$ cat src/common/reset_strap_map.svh
`ifndef RESET_STRAP_MAP_SVH
`define RESET_STRAP_MAP_SVH

// Wishbone byte addresses (low address nibble)
`define ADDR_CTRL        4'h0
`define ADDR_STATUS      4'h4
`define ADDR_STRAPS      4'h8

// Control register fields and reset value
`define CTRL_HOST_BIT    0
`define CTRL_SOFT_BIT    1
`define CTRL_HOST_RST    1'b1

// Strap pin layout on the shared pins
`define STRAP_W          6
`define STRAP_SRC_LSB    0
`define STRAP_SRC_MSB    3
`define STRAP_DIV_BIT    4
`define STRAP_LBMUX_BIT  5

// Timing, in bus synchronisation clock periods unless noted
`define ASSERT_TICKS     512
`define NEG_GAP_TICKS    16
`define EXT_ASSERT_TICKS 32
`define FUNC_DELAY_TICKS 1
`define LOCK_TIME_US     100
`define CLK_FREQ_MHZ     40
`define LOCK_CYCLES      (`LOCK_TIME_US * `CLK_FREQ_MHZ)

`endif

$ cat src/common/reset_strap_pkg.sv
package reset_strap_pkg;

  typedef enum logic [1:0] {
    ST_POR,
    ST_ASSERT,
    ST_RELEASE,
    ST_RUN
  } seq_state_t;

endpackage : reset_strap_pkg

$ cat src/core/input_sync3.sv
`timescale 1ns/1ps
`default_nettype none

module input_sync3 #(
  parameter int WIDTH = 1
) (
  input  wire logic             clk_i,   // System clock
  input  wire logic             rst_i,   // Synchronous reset
  input  wire logic [WIDTH-1:0] async_i, // Asynchronous inputs
  output logic      [WIDTH-1:0] sync_o   // Filtered, synchronised
);

  logic [WIDTH-1:0] s1_reg;
  logic [WIDTH-1:0] s2_reg;
  logic [WIDTH-1:0] s3_reg;
  logic [WIDTH-1:0] agree;

  // A bit only moves once stages two and three agree
  assign agree = ~(s2_reg ^ s3_reg);

  always_ff @(posedge clk_i) begin
    if (rst_i) begin
      s1_reg <= '0;
      s2_reg <= '0;
      s3_reg <= '0;
      sync_o <= '0;
    end else begin
      s1_reg <= async_i;
      s2_reg <= s1_reg;
      s3_reg <= s2_reg;
      sync_o <= (s3_reg & agree) | (sync_o & ~agree);
    end
  end

endmodule : input_sync3

`default_nettype wire

$ cat src/core/reset_strap_sequencer.sv
// Decided for this implementation: the Wishbone register port and the address map.
`timescale 1ns/1ps
`default_nettype none
`include "reset_strap_map.svh"

module reset_strap_sequencer #(
  parameter int ASSERT_TICKS = `ASSERT_TICKS,
  parameter int GAP_TICKS    = `NEG_GAP_TICKS,
  parameter int EXT_TICKS    = `EXT_ASSERT_TICKS,
  parameter int FUNC_TICKS   = `FUNC_DELAY_TICKS,
  parameter int LOCK_CYCLES  = `LOCK_CYCLES
) (
  input  wire logic                clk_i,                 // 40 MHz clock
  input  wire logic                rst_i,                 // Sync reset
  input  wire logic                wb_cyc_i,              // Bus cycle
  input  wire logic                wb_stb_i,              // Bus strobe
  input  wire logic                wb_we_i,               // Write enable
  input  wire logic [3:0]          wb_adr_i,              // Byte address
  input  wire logic [3:0]          wb_sel_i,              // Byte lanes
  input  wire logic [31:0]         wb_dat_i,              // Write data
  output logic      [31:0]         wb_dat_o,              // Read data
  output logic                     wb_ack_o,              // Acknowledge
  input  wire logic                power_on_reset_in_n_i, // POR pin
  input  wire logic                hard_reset_line_n_i,   // Line level
  output logic                     hard_reset_line_n_o,   // Line drive
  output logic                     hard_reset_line_oe_o,  // Line enable
  input  wire logic                pll_lock_i,            // PLL lock
  input  wire logic [`STRAP_W-1:0] strap_pins_i,          // Pin levels
  output logic      [`STRAP_W-1:0] strap_pins_o,          // Pin drive
  output logic                     strap_pins_oe_o,       // Pin enable
  input  wire logic [`STRAP_W-1:0] func_out_i,            // Function data
  output logic                     core_reset_o           // Core reset
);
  import reset_strap_pkg::*;

  localparam int SW = `STRAP_W;

  logic [SW+2:0]   sync_w;
  logic [SW-1:0]   strap_s;
  logic            por_n_s;
  logic            line_n_s;
  logic            pll_s;
  seq_state_t      state_reg;
  logic [SW-1:0]   strap_reg;
  logic            host_reg;
  logic            soft_req_reg;
  logic [1:0]      tick_cnt_reg;
  logic            tick;
  logic [9:0]      phase_cnt_reg;
  logic [4:0]      gap_cnt_reg;
  logic [5:0]      ext_cnt_reg;
  logic [11:0]     lock_cnt_reg;
  logic            lock_timeout_reg;
  logic            soft_take;
  logic            bus_req;

  // Straps are caught through the same filter, so a latched value is
  // never a metastable sample
  input_sync3 #(.WIDTH(SW + 3)) u_sync (
    .clk_i  (clk_i),
    .rst_i  (rst_i),
    .async_i({pll_lock_i, hard_reset_line_n_i, power_on_reset_in_n_i,
              strap_pins_i}),
    .sync_o (sync_w)
  );

  assign strap_s  = sync_w[SW-1:0];
  assign por_n_s  = sync_w[SW];
  assign line_n_s = sync_w[SW+1];
  assign pll_s    = sync_w[SW+2];

  // Clock cycles per sync period
  function automatic logic [1:0] sync_period(input logic host,
                                             input logic div);
    sync_period = (host && div) ? 2'h2 : 2'h1;
  endfunction : sync_period

  assign tick = (tick_cnt_reg >=
                 sync_period(host_reg, strap_reg[`STRAP_DIV_BIT]) - 2'h1);

  always_ff @(posedge clk_i) begin
    if (rst_i || tick) begin
      tick_cnt_reg <= 2'h0;
    end else begin
      tick_cnt_reg <= tick_cnt_reg + 2'h1;
    end
  end

  assign soft_take = (state_reg == ST_RUN) && soft_req_reg;

  // Sequencer
  always_ff @(posedge clk_i) begin
    if (rst_i) begin
      state_reg            <= ST_POR;
      strap_reg            <= '0;
      phase_cnt_reg        <= 10'h000;
      ext_cnt_reg          <= 6'h00;
      hard_reset_line_oe_o <= 1'b1;
      strap_pins_oe_o      <= 1'b0;
      core_reset_o         <= 1'b1;
    end else if (!por_n_s) begin
      state_reg            <= ST_POR;
      hard_reset_line_oe_o <= 1'b1;
      strap_pins_oe_o      <= 1'b0;
      core_reset_o         <= 1'b1;
    end else begin
      case (state_reg)
        ST_POR: begin
          strap_reg     <= strap_s;
          phase_cnt_reg <= 10'h000;
          state_reg     <= ST_ASSERT;
        end
        ST_ASSERT: begin
          if (tick && phase_cnt_reg < 10'(ASSERT_TICKS)) begin
            phase_cnt_reg <= phase_cnt_reg + 10'h001;
          end
          if (phase_cnt_reg >= 10'(ASSERT_TICKS) &&
              gap_cnt_reg >= 5'(GAP_TICKS) &&
              (pll_s || lock_timeout_reg)) begin
            hard_reset_line_oe_o <= 1'b0;
            core_reset_o         <= 1'b0;
            phase_cnt_reg        <= 10'h000;
            state_reg            <= ST_RELEASE;
          end
        end
        ST_RELEASE: begin
          if (tick && phase_cnt_reg < 10'(FUNC_TICKS)) begin
            phase_cnt_reg <= phase_cnt_reg + 10'h001;
          end
          // Wait for the line itself, so the filter lag is not taken
          // for an outside assertion
          if (tick && phase_cnt_reg + 10'h001 >= 10'(FUNC_TICKS) &&
              line_n_s) begin
            strap_pins_oe_o <= 1'b1;
            ext_cnt_reg     <= 6'h00;
            state_reg       <= ST_RUN;
          end
        end
        ST_RUN: begin
          if (soft_take) begin
            hard_reset_line_oe_o <= 1'b1;
            strap_pins_oe_o      <= 1'b0;
            core_reset_o         <= 1'b1;
            phase_cnt_reg        <= 10'h000;
            state_reg            <= ST_ASSERT;
          end else if (!line_n_s) begin
            // Pins are released at first sight; the flow waits longer
            strap_pins_oe_o <= 1'b0;
            if (tick) begin
              ext_cnt_reg <= ext_cnt_reg + 6'h01;
            end
            if (ext_cnt_reg >= 6'(EXT_TICKS)) begin
              hard_reset_line_oe_o <= 1'b1;
              core_reset_o         <= 1'b1;
              phase_cnt_reg        <= 10'h000;
              state_reg            <= ST_ASSERT;
            end
          end else begin
            // A short glitch gives the pins back
            ext_cnt_reg     <= 6'h00;
            strap_pins_oe_o <= 1'b1;
          end
        end
        default: begin
          state_reg <= ST_POR;
        end
      endcase
    end
  end

  // Sync periods since the last negation, saturating
  always_ff @(posedge clk_i) begin
    if (rst_i) begin
      gap_cnt_reg <= 5'(GAP_TICKS);
    end else if (state_reg == ST_RELEASE && phase_cnt_reg == 10'h000) begin
      gap_cnt_reg <= 5'h00;
    end else if (tick && gap_cnt_reg < 5'(GAP_TICKS)) begin
      gap_cnt_reg <= gap_cnt_reg + 5'h01;
    end
  end

  // Lock watchdog, restarted on every power-on reset
  always_ff @(posedge clk_i) begin
    if (rst_i || state_reg == ST_POR) begin
      lock_cnt_reg     <= 12'h000;
      lock_timeout_reg <= 1'b0;
    end else if (!pll_s && !lock_timeout_reg) begin
      if (lock_cnt_reg >= 12'(LOCK_CYCLES) - 12'h001) begin
        lock_timeout_reg <= 1'b1;
      end else begin
        lock_cnt_reg <= lock_cnt_reg + 12'h001;
      end
    end
  end

  // Pin data is only seen outside while the enable is high
  always_ff @(posedge clk_i) begin
    if (rst_i) begin
      strap_pins_o        <= '0;
      hard_reset_line_n_o <= 1'b0;
    end else begin
      strap_pins_o        <= func_out_i;
      hard_reset_line_n_o <= 1'b0;
    end
  end

  // Wishbone slave, one wait state
  assign bus_req = wb_cyc_i && wb_stb_i && !wb_ack_o;

  always_ff @(posedge clk_i) begin
    if (rst_i) begin
      wb_ack_o <= 1'b0;
      wb_dat_o <= 32'h0000_0000;
    end else begin
      wb_ack_o <= bus_req;
      case (wb_adr_i)
        `ADDR_CTRL:   wb_dat_o <= {31'h0000_0000, host_reg};
        `ADDR_STATUS: wb_dat_o <= {24'h00_0000, lock_timeout_reg, pll_s,
                                   strap_pins_oe_o, core_reset_o,
                                   hard_reset_line_oe_o, line_n_s,
                                   state_reg};
        `ADDR_STRAPS: wb_dat_o <= {26'h000_0000, strap_reg};
        default:      wb_dat_o <= 32'h0000_0000;
      endcase
    end
  end

  // Soft request: a new write wins over the sequencer taking the old one
  always_ff @(posedge clk_i) begin
    if (rst_i) begin
      host_reg     <= `CTRL_HOST_RST;
      soft_req_reg <= 1'b0;
    end else if (bus_req && wb_we_i && wb_sel_i[0] &&
                 wb_adr_i == `ADDR_CTRL) begin
      host_reg     <= wb_dat_i[`CTRL_HOST_BIT];
      soft_req_reg <= wb_dat_i[`CTRL_SOFT_BIT] | soft_req_reg;
    end else if (soft_take) begin
      soft_req_reg <= 1'b0;
    end
  end

endmodule : reset_strap_sequencer

`default_nettype wire

$ cat config.mk
export PLATFORM = sky130hd
export DESIGN_NAME = reset_strap_sequencer
export DESIGN_NICKNAME = d
export VERILOG_FILES = /design/src/common/reset_strap_pkg.sv /design/src/core/input_sync3.sv /design/src/core/reset_strap_sequencer.sv
export VERILOG_INCLUDE_DIRS = /design/src /design/src/common
export SDC_FILE = /design/constraint.sdc
export NUM_CORES = 1
export LEC_CHECK = 0
export BUFFER_PORTS_ARGS = -buffer_cell sky130_fd_sc_hd__buf_2
export CAP_MARGIN = 25
export CORE_MARGIN = 2
export CORE_UTILIZATION = 50
export DETAILED_ROUTE_END_ITERATION = 10
export PLACE_DENSITY = 0.83
export SETUP_SLACK_MARGIN = 0.05
export SLEW_MARGIN = 20
export SYNTH_ARGS = -nofsm -noshare
export SYNTH_HDL_FRONTEND = slang
export SYNTH_SLANG_ARGS = --single-unit
$ cat constraint.sdc
create_clock -name clk_i -period 3.05 [get_ports clk_i]
set_input_delay 0.305 -clock clk_i [delete_from_list [all_inputs] [get_ports clk_i]]
set_output_delay 0.305 -clock clk_i [all_outputs]
set_load 0.01 [all_outputs]
# == Yosys cells after proc, flatten, opt, wreduce, memory -nomap -nowiden ==
# Cells that the tools add are included.
# word_totals
regBits,123
in_bits,60
output_inout_bits,43
word_cells,129
# classes
addsub,6
order_cmp,9
eq_ne,13
mux,33
bitwise_logic,9
n_reduce_logical,39
# op_table
op,count
$mux W10,6
$pmux W10 S4,1
$mux W6,4
$pmux W8 S3,1
$and A9 B9 Y9,2
$not A9 Y9,2
$logic_and A1 B1 Y1,16
$add A12 B1 Y12 const B,1
$ge A12 B12 Y1 const B,1
$mux W2,6
$pmux W6 S2,1
$add A10 B1 Y10 const B,1
$ge A10 B1 Y1 const B,1
$ge A10 B10 Y1 const B,1
$logic_not A10 Y1,1
$lt A10 B1 Y1 const B,1
$lt A10 B10 Y1 const B,1
$mux W5,2
$reduce_and A5 Y1,2
$mux W1,9
$or A9 B9 Y9,1
$xor A9 B9 Y9,1
$ne A2 B2 Y1 const B,4
$pmux W2 S4,1
25 further kinds,42

# == Longest topological paths before layout ==
# Gate-level depths: netlist (run 1).
# logic_depth
ltp_word,8
mapped_depth,10
mapped_depth_nobuf,8

# == Cells and area by module ==
# Synthesis (run 1) repeated with hierarchy kept, for this count alone.
# hier_totals
hier_cells,476
hier_area_um2,4236.6
# by_module_without_submodules
module,n_inst,cells_each,area_each_um2,seq_area_each_um2
reset_strap_sequencer,1,383,3174.3,1261.2
input_sync3,1,93,1062.3,720.7

# == Least setup slack after synthesis (run 1) ==
# OpenSTA, ideal clock, no wires.
# synth_timing
path_type,reg-to-reg
start,register host_reg
end,register ext_cnt_reg[1]
setup_time_ns,0.065
arrival_time_ns,2.185
required_time_ns,2.985
setup_slack_ns,0.800
stages_incl_launch_ff,10
n_path_buf,1
period_less_slack_ns,2.250
path_cell_list,dfxtp_1 > and2_1 > ha_1 > or3b_1 > buf_2 > o21ai_0 > nor3_1 > a21oi_2 > mux2_2 > nor2_1
# synth_via
elab_chain_len,8
word_cells_on_any_way,9
cone_classes,add/sub (1); order compare (1); eq/ne (2); mux (1); reduce/logical (4)
# synth_rtl
item,line,text
from (decl),reset_strap_sequencer.sv:45,logic host_reg;
from (signal assigned),reset_strap_sequencer.sv:231,host_reg <= `CTRL_HOST_RST;
from (signal assigned),reset_strap_sequencer.sv:235,host_reg <= wb_dat_i[`CTRL_HOST_BIT];
$logic_and A1 B1 Y1 *,reset_strap_sequencer.sv:75,sync_period = (host && div) ? 2'h2 : 2'h1;
$mux W2 *,reset_strap_sequencer.sv:75,
$sub A2 B1 Y2 *,reset_strap_sequencer.sv:79,"sync_period(host_reg, strap_reg[`STRAP_DIV_BIT]) - 2'h1);"
$ge A2 B2 Y1 *,reset_strap_sequencer.sv:78,assign tick = (tick_cnt_reg >=
$logic_and A1 B1 Y1 (2 in a row),reset_strap_sequencer.sv:132,if (tick && phase_cnt_reg + 10'h001 >= 10'(FUNC_TICKS) &&
$ne A2 B2 Y1 (no source line),n/a,
$reduce_and A5 Y1 (no source line) *,n/a,
to (signal assigned),reset_strap_sequencer.sv:150,ext_cnt_reg <= ext_cnt_reg + 6'h01;
to (decl),reset_strap_sequencer.sv:51,logic [5:0] ext_cnt_reg;
# Every way passes the cells marked *; elsewhere a longest branch is shown, timed or not.
# A chain may end at the register's enable or synchronous reset.

# == Worst setup path in the final report (run 1) ==
# Ends and elaborated chain as after synthesis.

==> results of run 1 <==
cells by family after synthesis:
group | after synthesis | synth area share
AOI/OAI and AO/OA | 90 | 0.130
xor gates and xnor gates | 13 | 0.0269
adders and majority gates | 13 | 0.0385
buffers and inverters | 58 | 0.0784
DFF | 99 | 0.469
muxes | 7 | 0.0169
other | 1 | 0.000887
and+or+nand+nor | 190 | 0.239
where the power goes:
part	leakage [uW]	total [uW]	switching [uW]	internal (uW)
clock network	0.0000994	843	518	326
logic	0.000830	79.6	49.7	29.9
registers	0.000804	1320	7.51	1310
worst paths after layout:
kind	from	endpoint	slack [ps]	cells after the start
setup reg to reg	host_reg	ext_cnt_reg[1]	510	8
hold / removal	strap_pins_i[2]	u_sync.s1_reg[2]	130	2
setup / recovery	host_reg	ext_cnt_reg[1]	510	8
hold reg to reg	tick_cnt_reg[0]	tick_cnt_reg[0]	430	1
per-layer routing:
layer  part of all wire  vias to the layer above
li1                   -                     1633
met3              0.049                       13
met5                  0                        -
met2               0.52                       85
met1               0.41                     1524
met4              0.014                        0
placed cells by master (no fill, tap or decap), drive strengths merged, types with 2 or more instances in the layout:
cell,instances
a211o,2
a211oi,5
a21boi,2
a21oi,39
a22oi,3
a41oi,2
and2,3
and3,7
and4,2
buf,45
clkbuf,9
clkinv,3
conb,25
dfxtp,99
ha,13
inv,17
mux2i,6
nand2,37
nand2b,4
nand3,16
nand3b,4
nand4,8
nand4b,2
nor2,45
nor2b,40
nor3,10
nor4b,2
o2111ai,2
o21ai,25
or2,2
or3,3
xnor2,5
xor2,8
critical path: stages (launching register included):
cell and delay, ps:
dfxtp_1 340, and2_1 150, ha_1 260, or3b_1 540, o21ai_0 340, nor3_1 110
a21oi_2 280, mux2_2 370, nor2_1 80
metrics by stage:
step                 util  worst slack, ps  total power, uW
floorplan               -              800             1420
global placement    0.535              608             1430
detailed placement  0.535              559             1430
CTS                 0.560              509             2270
global route        0.560              286             2330
finish              0.560              507             2240
cell type report:
type | instances | area, um2
clock inverter | 7 | 80.1
inverter | 14 | 52.6
clock buffer | 9 | 124
sequential | 99 | 1980
tap | 105 | 131
fill | 745 | 3620
timing repair buffer | 45 | 228
multi-input combinational | 338 | 2000
==> results by group, run 1 <==
CTS
  – Clk root buf: clkbuf_8
  – Hold-fix buffers at CTS: 0
  – Post-CTS sizing: 0
  – CTS buffer count: 9
  – Buffers from clock root to sink, at most: 2
  – Clock transition at path regs: approximately 110 ps
  – Clk sinks: between 90 and 100
  – Post-CTS Setup Inserts: 0
  – H-tree depth: 3
  – CTS tree: done
  – Clock Latency Late Sink: around 370 ps

STA
  – Final setup vio count: 0
  – Actual slew at the worst max-slew pin: 860 ps
  – TNS Setup: 0 ps
  – Final-report max-slew violation count: 0
  – Hold WS: between 100 and 150 ps
  – Clk_skew: 7.65 ps
  – Final hold viol count: 0
  – Highest clock rate: between 0.3 and 0.4 GHz
  – Min Tclk post-route: 2540 ps
  – Period Utilization, post-route: 0.834
  – RSZ-0062 raised after global routing: no
  – Slew headroom: 0.419

Worst setup path
  – Crit path arrival time: ~2900 ps
  – Worst EP required: around 3400 ps
  – CP startpoint kind: flip-flop
  – Crit-path max FO: 10
  – Critical path class: reg -> reg
  – Crit end category: flip-flop

Die
  – Die H: around 96 um
  – FP Rows: 33
  – Core area: slightly above 8000 um2
  – I/O pins: slightly above 100
  – Chip width: about 96 um
  – Starting Density: 0.514
  – Die Area: 9200 um2

GRT
  – Grt met1 use: 0.201
  – Gr usage total: 0.181
  – Met2 Use GR: 0.323
  – Vias in the first global route: a little over 3k
  – Global-route wire length before repair: ~13,000 um
  – GRT busiest layer: met2
  – Congestion Overflow GR: 0
  – GRT met3 Usage: 0.0454
  – Initial antenna violation count: 0
  – Pin count of the biggest net entering global routing: between 40 and 50

Synthesis
  – Number of synthesized flops with an enable pin: 0
  – Synth Flop Type: dfxtp_1
  – Most frequent cell after synthesis: dfxtp_1
  – Seq/Total Area, Yosys: 0.469
  – #FFs+latches synth: around 100
  – Post-Syn Area: approximately 4200 um2
  – Mapped Cells: 471
  – Synth cell count leaders: dfxtp_1, nor2_1, nor2b_1
  – Syn_area_per_cell: ~9 um2
  – Synth warn: 0
  – Cell accounting for the most synthesized area: dfxtp_1
  – Unique masters post-synth: 60
  – Top cells by area, synth: dfxtp_1, nor2b_1, buf_4
  – Top-area cell type share of the netlist area: 0.469
  – Synth async-reset ratio: 0

Cells and area
  – Max reg flops: 12
  – Synth-to-Final Area Change: 8.85%
  – Total Nets Final: 580
  – # diodes: 0
  – Post-route cell area: 4600 um2
  – Final cell count without fillers: a little over 600
  – Layout cell share with drive strength beyond 1: 0.146

Routing
  – Vias/cell: approximately 5.3
  – WL per Instance: approximately 13 um
  – Residual DRC count: 0
  – Routed via count: approximately 3.3k
  – Drt pass-1 iters: 5
  – DRT Wirelength: around 8000 um
  – DRT iter0 DRCs: ~160
  – Post-route ant nets: 0

Placement
  – DP Wirelength: roughly 5500 um
  – Placed insts: between 600 and 700
  – Port buffer count: 44
  – Cell Area, Placed: 4400 um2
  – Routability cong.: around 0.80

Outcome
  – Status: finished, final reports clean

Run
  – Max-cap violations: 0

Pwr
  – Worst VDD drop: 0.000324 V
  – Leak Pwr: roughly 0.0017 uW
  – Pwr/cell area: roughly 490 nW/um2

Min path
  – Worst min-delay path class: in -> reg
Power figures use the tool's default switching activity.
==> run 2, diff against run 1 <==
Settings changed: ABC_AREA set to 1, CORE_UTILIZATION 50 to 48.
Clock period 3.05 ns to 2.1 ns, I/O delays scaled along.
==> run 2 against run 1 <==
Compared with the run above: utilization down 0.64 points; clock power up 48%; wire length up 3.1%; non-clock buffer count up 5; critical endpoint is now phase_cnt_reg[8]; largest power group unchanged.
==> results by group, run 2 <==
Outcome
  – Status: finished, final reports clean (unchanged)

Placement
  – Placed insts: 736 (was 601)
  – Cell Area, Placed: 4610 um2 (was 4400 um2)
  – Routability cong.: 0.874 (was 0.801)
  – DP Wirelength: 5970 um (was 5520 um)
  – Port buffer count: 44 (unchanged)

STA
  – Clk_skew: 8.90 ps (was 7.65 ps)
  – Period Utilization, post-route: 0.883 (was 0.834)
  – Actual slew at the worst max-slew pin: 736 ps (was 860 ps)
  – RSZ-0062 raised after global routing: yes (was no)
  – Final hold viol count: 0 (unchanged)
  – Final setup vio count: 0 (unchanged)
  – Final-report max-slew violation count: 0 (unchanged)
  – Min Tclk post-route: 1860 ps (was 2540 ps)
  – Highest clock rate: 0.539 GHz (was 0.393 GHz)
  – Slew headroom: 0.506 (was 0.419)
  – TNS Setup: 0 ps (unchanged)

Routing
  – Residual DRC count: 0 (unchanged)
  – WL per Instance: 10.9 um (was 12.9 um)
  – Drt pass-1 iters: 5 (unchanged)
  – Routed via count: 3,666 (was 3,255)
  – DRT iter0 DRCs: 130 (was 155)
  – DRT Wirelength: 8230 um (was 7980 um)
  – Vias/cell: 4.88 (was 5.28)
  – Post-route ant nets: 0 (unchanged)

Synthesis
  – Unique masters post-synth: 31 (was 60)
  – Mapped Cells: 591 (was 471)
  – #FFs+latches synth: 99 (unchanged)
  – Seq/Total Area, Yosys: 0.454 (was 0.469)
  – Most frequent cell after synthesis: dfxtp_1 (unchanged)
  – Top cells by area, synth: dfxtp_1, inv_1, nor2_1 (was dfxtp_1, nor2b_1, buf_4)
  – Synth cell count leaders: dfxtp_1, inv_1, nor2_1 (was dfxtp_1, nor2_1, nor2b_1)
  – Top-area cell type share of the netlist area: 0.454 (was 0.469)
  – Syn_area_per_cell: 7.39 um2 (was 8.97 um2)
  – Synth Flop Type: dfxtp_1 (unchanged)
  – Synth warn: 0 (unchanged)
  – Synth async-reset ratio: 0 (unchanged)
  – Post-Syn Area: 4370 um2 (was 4230 um2)
  – Number of synthesized flops with an enable pin: 0 (unchanged)
  – Cell accounting for the most synthesized area: dfxtp_1 (unchanged)

Worst setup path
  – Crit end category: flip-flop (unchanged)
  – CP startpoint kind: flip-flop (unchanged)
  – Worst EP required: 2370 ps (was 3360 ps)
  – Crit-path max FO: 14 (was 10)
  – Crit path arrival time: 2120 ps (was 2850 ps)
  – Critical path class: reg -> reg (unchanged)

CTS
  – CTS buffer count: 9 (unchanged)
  – Clk sinks: 99 (unchanged)
  – Clock Latency Late Sink: 370 ps (about the same)
  – CTS tree: done (unchanged)
  – Clk root buf: clkbuf_8 (unchanged)
  – H-tree depth: 3 (unchanged)
  – Clock transition at path regs: 110 ps (about the same)
  – Buffers from clock root to sink, at most: 2 (unchanged)

Min path
  – Worst min-delay path class: in -> reg (unchanged)

GRT
  – Global-route wire length before repair: 14,300 um (was 13,200 um)
  – Congestion Overflow GR: 0 (unchanged)
  – Initial antenna violation count: 0 (unchanged)
  – Gr usage total: 0.175 (was 0.181)
  – Vias in the first global route: 3,453 (was 3,090)
  – Pin count of the biggest net entering global routing: 35 (was 44)

Die
  – FP Rows: 34 (was 33)
  – Die H: 99.4 um (was 95.9 um)
  – Die Area: 9880 um2 (was 9200 um2)
  – I/O pins: 103 (unchanged)
  – Core area: 8760 um2 (was 8220 um2)
  – Starting Density: 0.499 (was 0.514)
  – Chip width: 99.4 um (was 95.9 um)

Cells and area
  – Layout cell share with drive strength beyond 1: 0.135 (was 0.146)
  – Leading cell type in the layout, fill and taps excluded: dfxtp_1 (unchanged)
  – Final cell count without fillers: 752 (was 617)
  – Most frequent cells in the layout: dfxtp_1, inv_1, nor2_1, nand2_1, a21oi_1 (was dfxtp_1, nor2_1, buf_2, nor2b_1, a21oi_1)
  – Final Core Density: 0.554 (was 0.560)
  – Max reg flops: 12 (unchanged)
  – Synth-to-Final Area Change: 11.0% (was 8.85%)
  – Total Nets Final: 712 (was 580)
  – Post-route cell area: 4850 um2 (was 4600 um2)
  – # diodes: 0 (unchanged)

Pwr
  – Leak Pwr: 0.00212 uW (was 0.00173 uW)
  – Worst VDD drop: 0.000472 V (was 0.000324 V)
  – Pwr/cell area: 680 nW/um2 (was 487 nW/um2)
  – PnR Total Power: 3300 uW (was 2240 uW)

Run
  – Max-cap violations: 0 (unchanged)
run 2: per-layer routing:
| layer | vias to the layer above | global-route usage | part of all wire |
|---|---|---|---|
| met2 | 81 | 0.304 | 0.49 |
| li1 | 1911 | - | - |
| met3 | 10 | 0.0365 | 0.042 |
| met4 | 0 | 0.0769 | 0.019 |
| met1 | 1664 | 0.209 | 0.45 |
| met5 | - | 0 | 0 |
run 2: power by group:
| group | internal (uW) | leakage [uW] | switching (uW) |
|---|---|---|---|
| registers | 1910 | 0.000805 | 11.4 |
| clock network | 487 | 0.000106 | 763 |
| logic | 43.3 | 0.00121 | 88.1 |
| total | 2440 | 0.00212 | 862 |
run 2: logic make-up after synthesis:
family,count (synthesis),share of synthesized area
xor gates and xnor gates,3,0.00601
buffers and inverters,134,0.140
and+or+nand+nor,248,0.246
adders and majority gates,13,0.0372
AOI/OAI and AO/OA,93,0.116
DFF,99,0.454
other,1,0.000858
run 2: layout make-up:
class,count,area [um2]
flip-flops and latches,99,1980
clock buffers,9,124
multi-input cells,382,1880
fillers,787,3910
repair buffers,50,269
well taps,108,135
clock inverters,7,91.3
inverters,97,364
run 2: timing repair:
| item | CTS | global route |
|---|---|---|
| gates resized for setup | 1 | 6 |
| setup buffers | 0 | 0 |
| hold buffers | 0 | 0 |
| endpoints found under the setup margin | 6 | 12 |
run 2: worst paths after layout:
check,from,to,slack [ps],depth (start not counted)
max,tick_cnt_reg[0],phase_cnt_reg[8],240,10
min,strap_pins_i[0],u_sync.s1_reg[0],40,3
max reg2reg,tick_cnt_reg[0],phase_cnt_reg[8],240,10
min reg2reg,u_sync.s1_reg[2],u_sync.s2_reg[2],400,2
run 2: stage by stage:
step	setup WS [ps]	hold WS [ps]
after floorplan	385	317
after global placement	41.2	391
after detailed placement	-51.2	392
after CTS	90.0	22.8
after global routing	57.9	13.1
final	245	37.5
run 2: critical path: stages, from the launching register on:
cell and delay, ps:
dfxtp_2 370, inv_1 70, ha_1 280, nor2_1 130
nand2_2 110, a21oi_1 170, nor3_1 70, nand2_2 130
buf_6 170, a21oi_1 50, a211oi_1 200
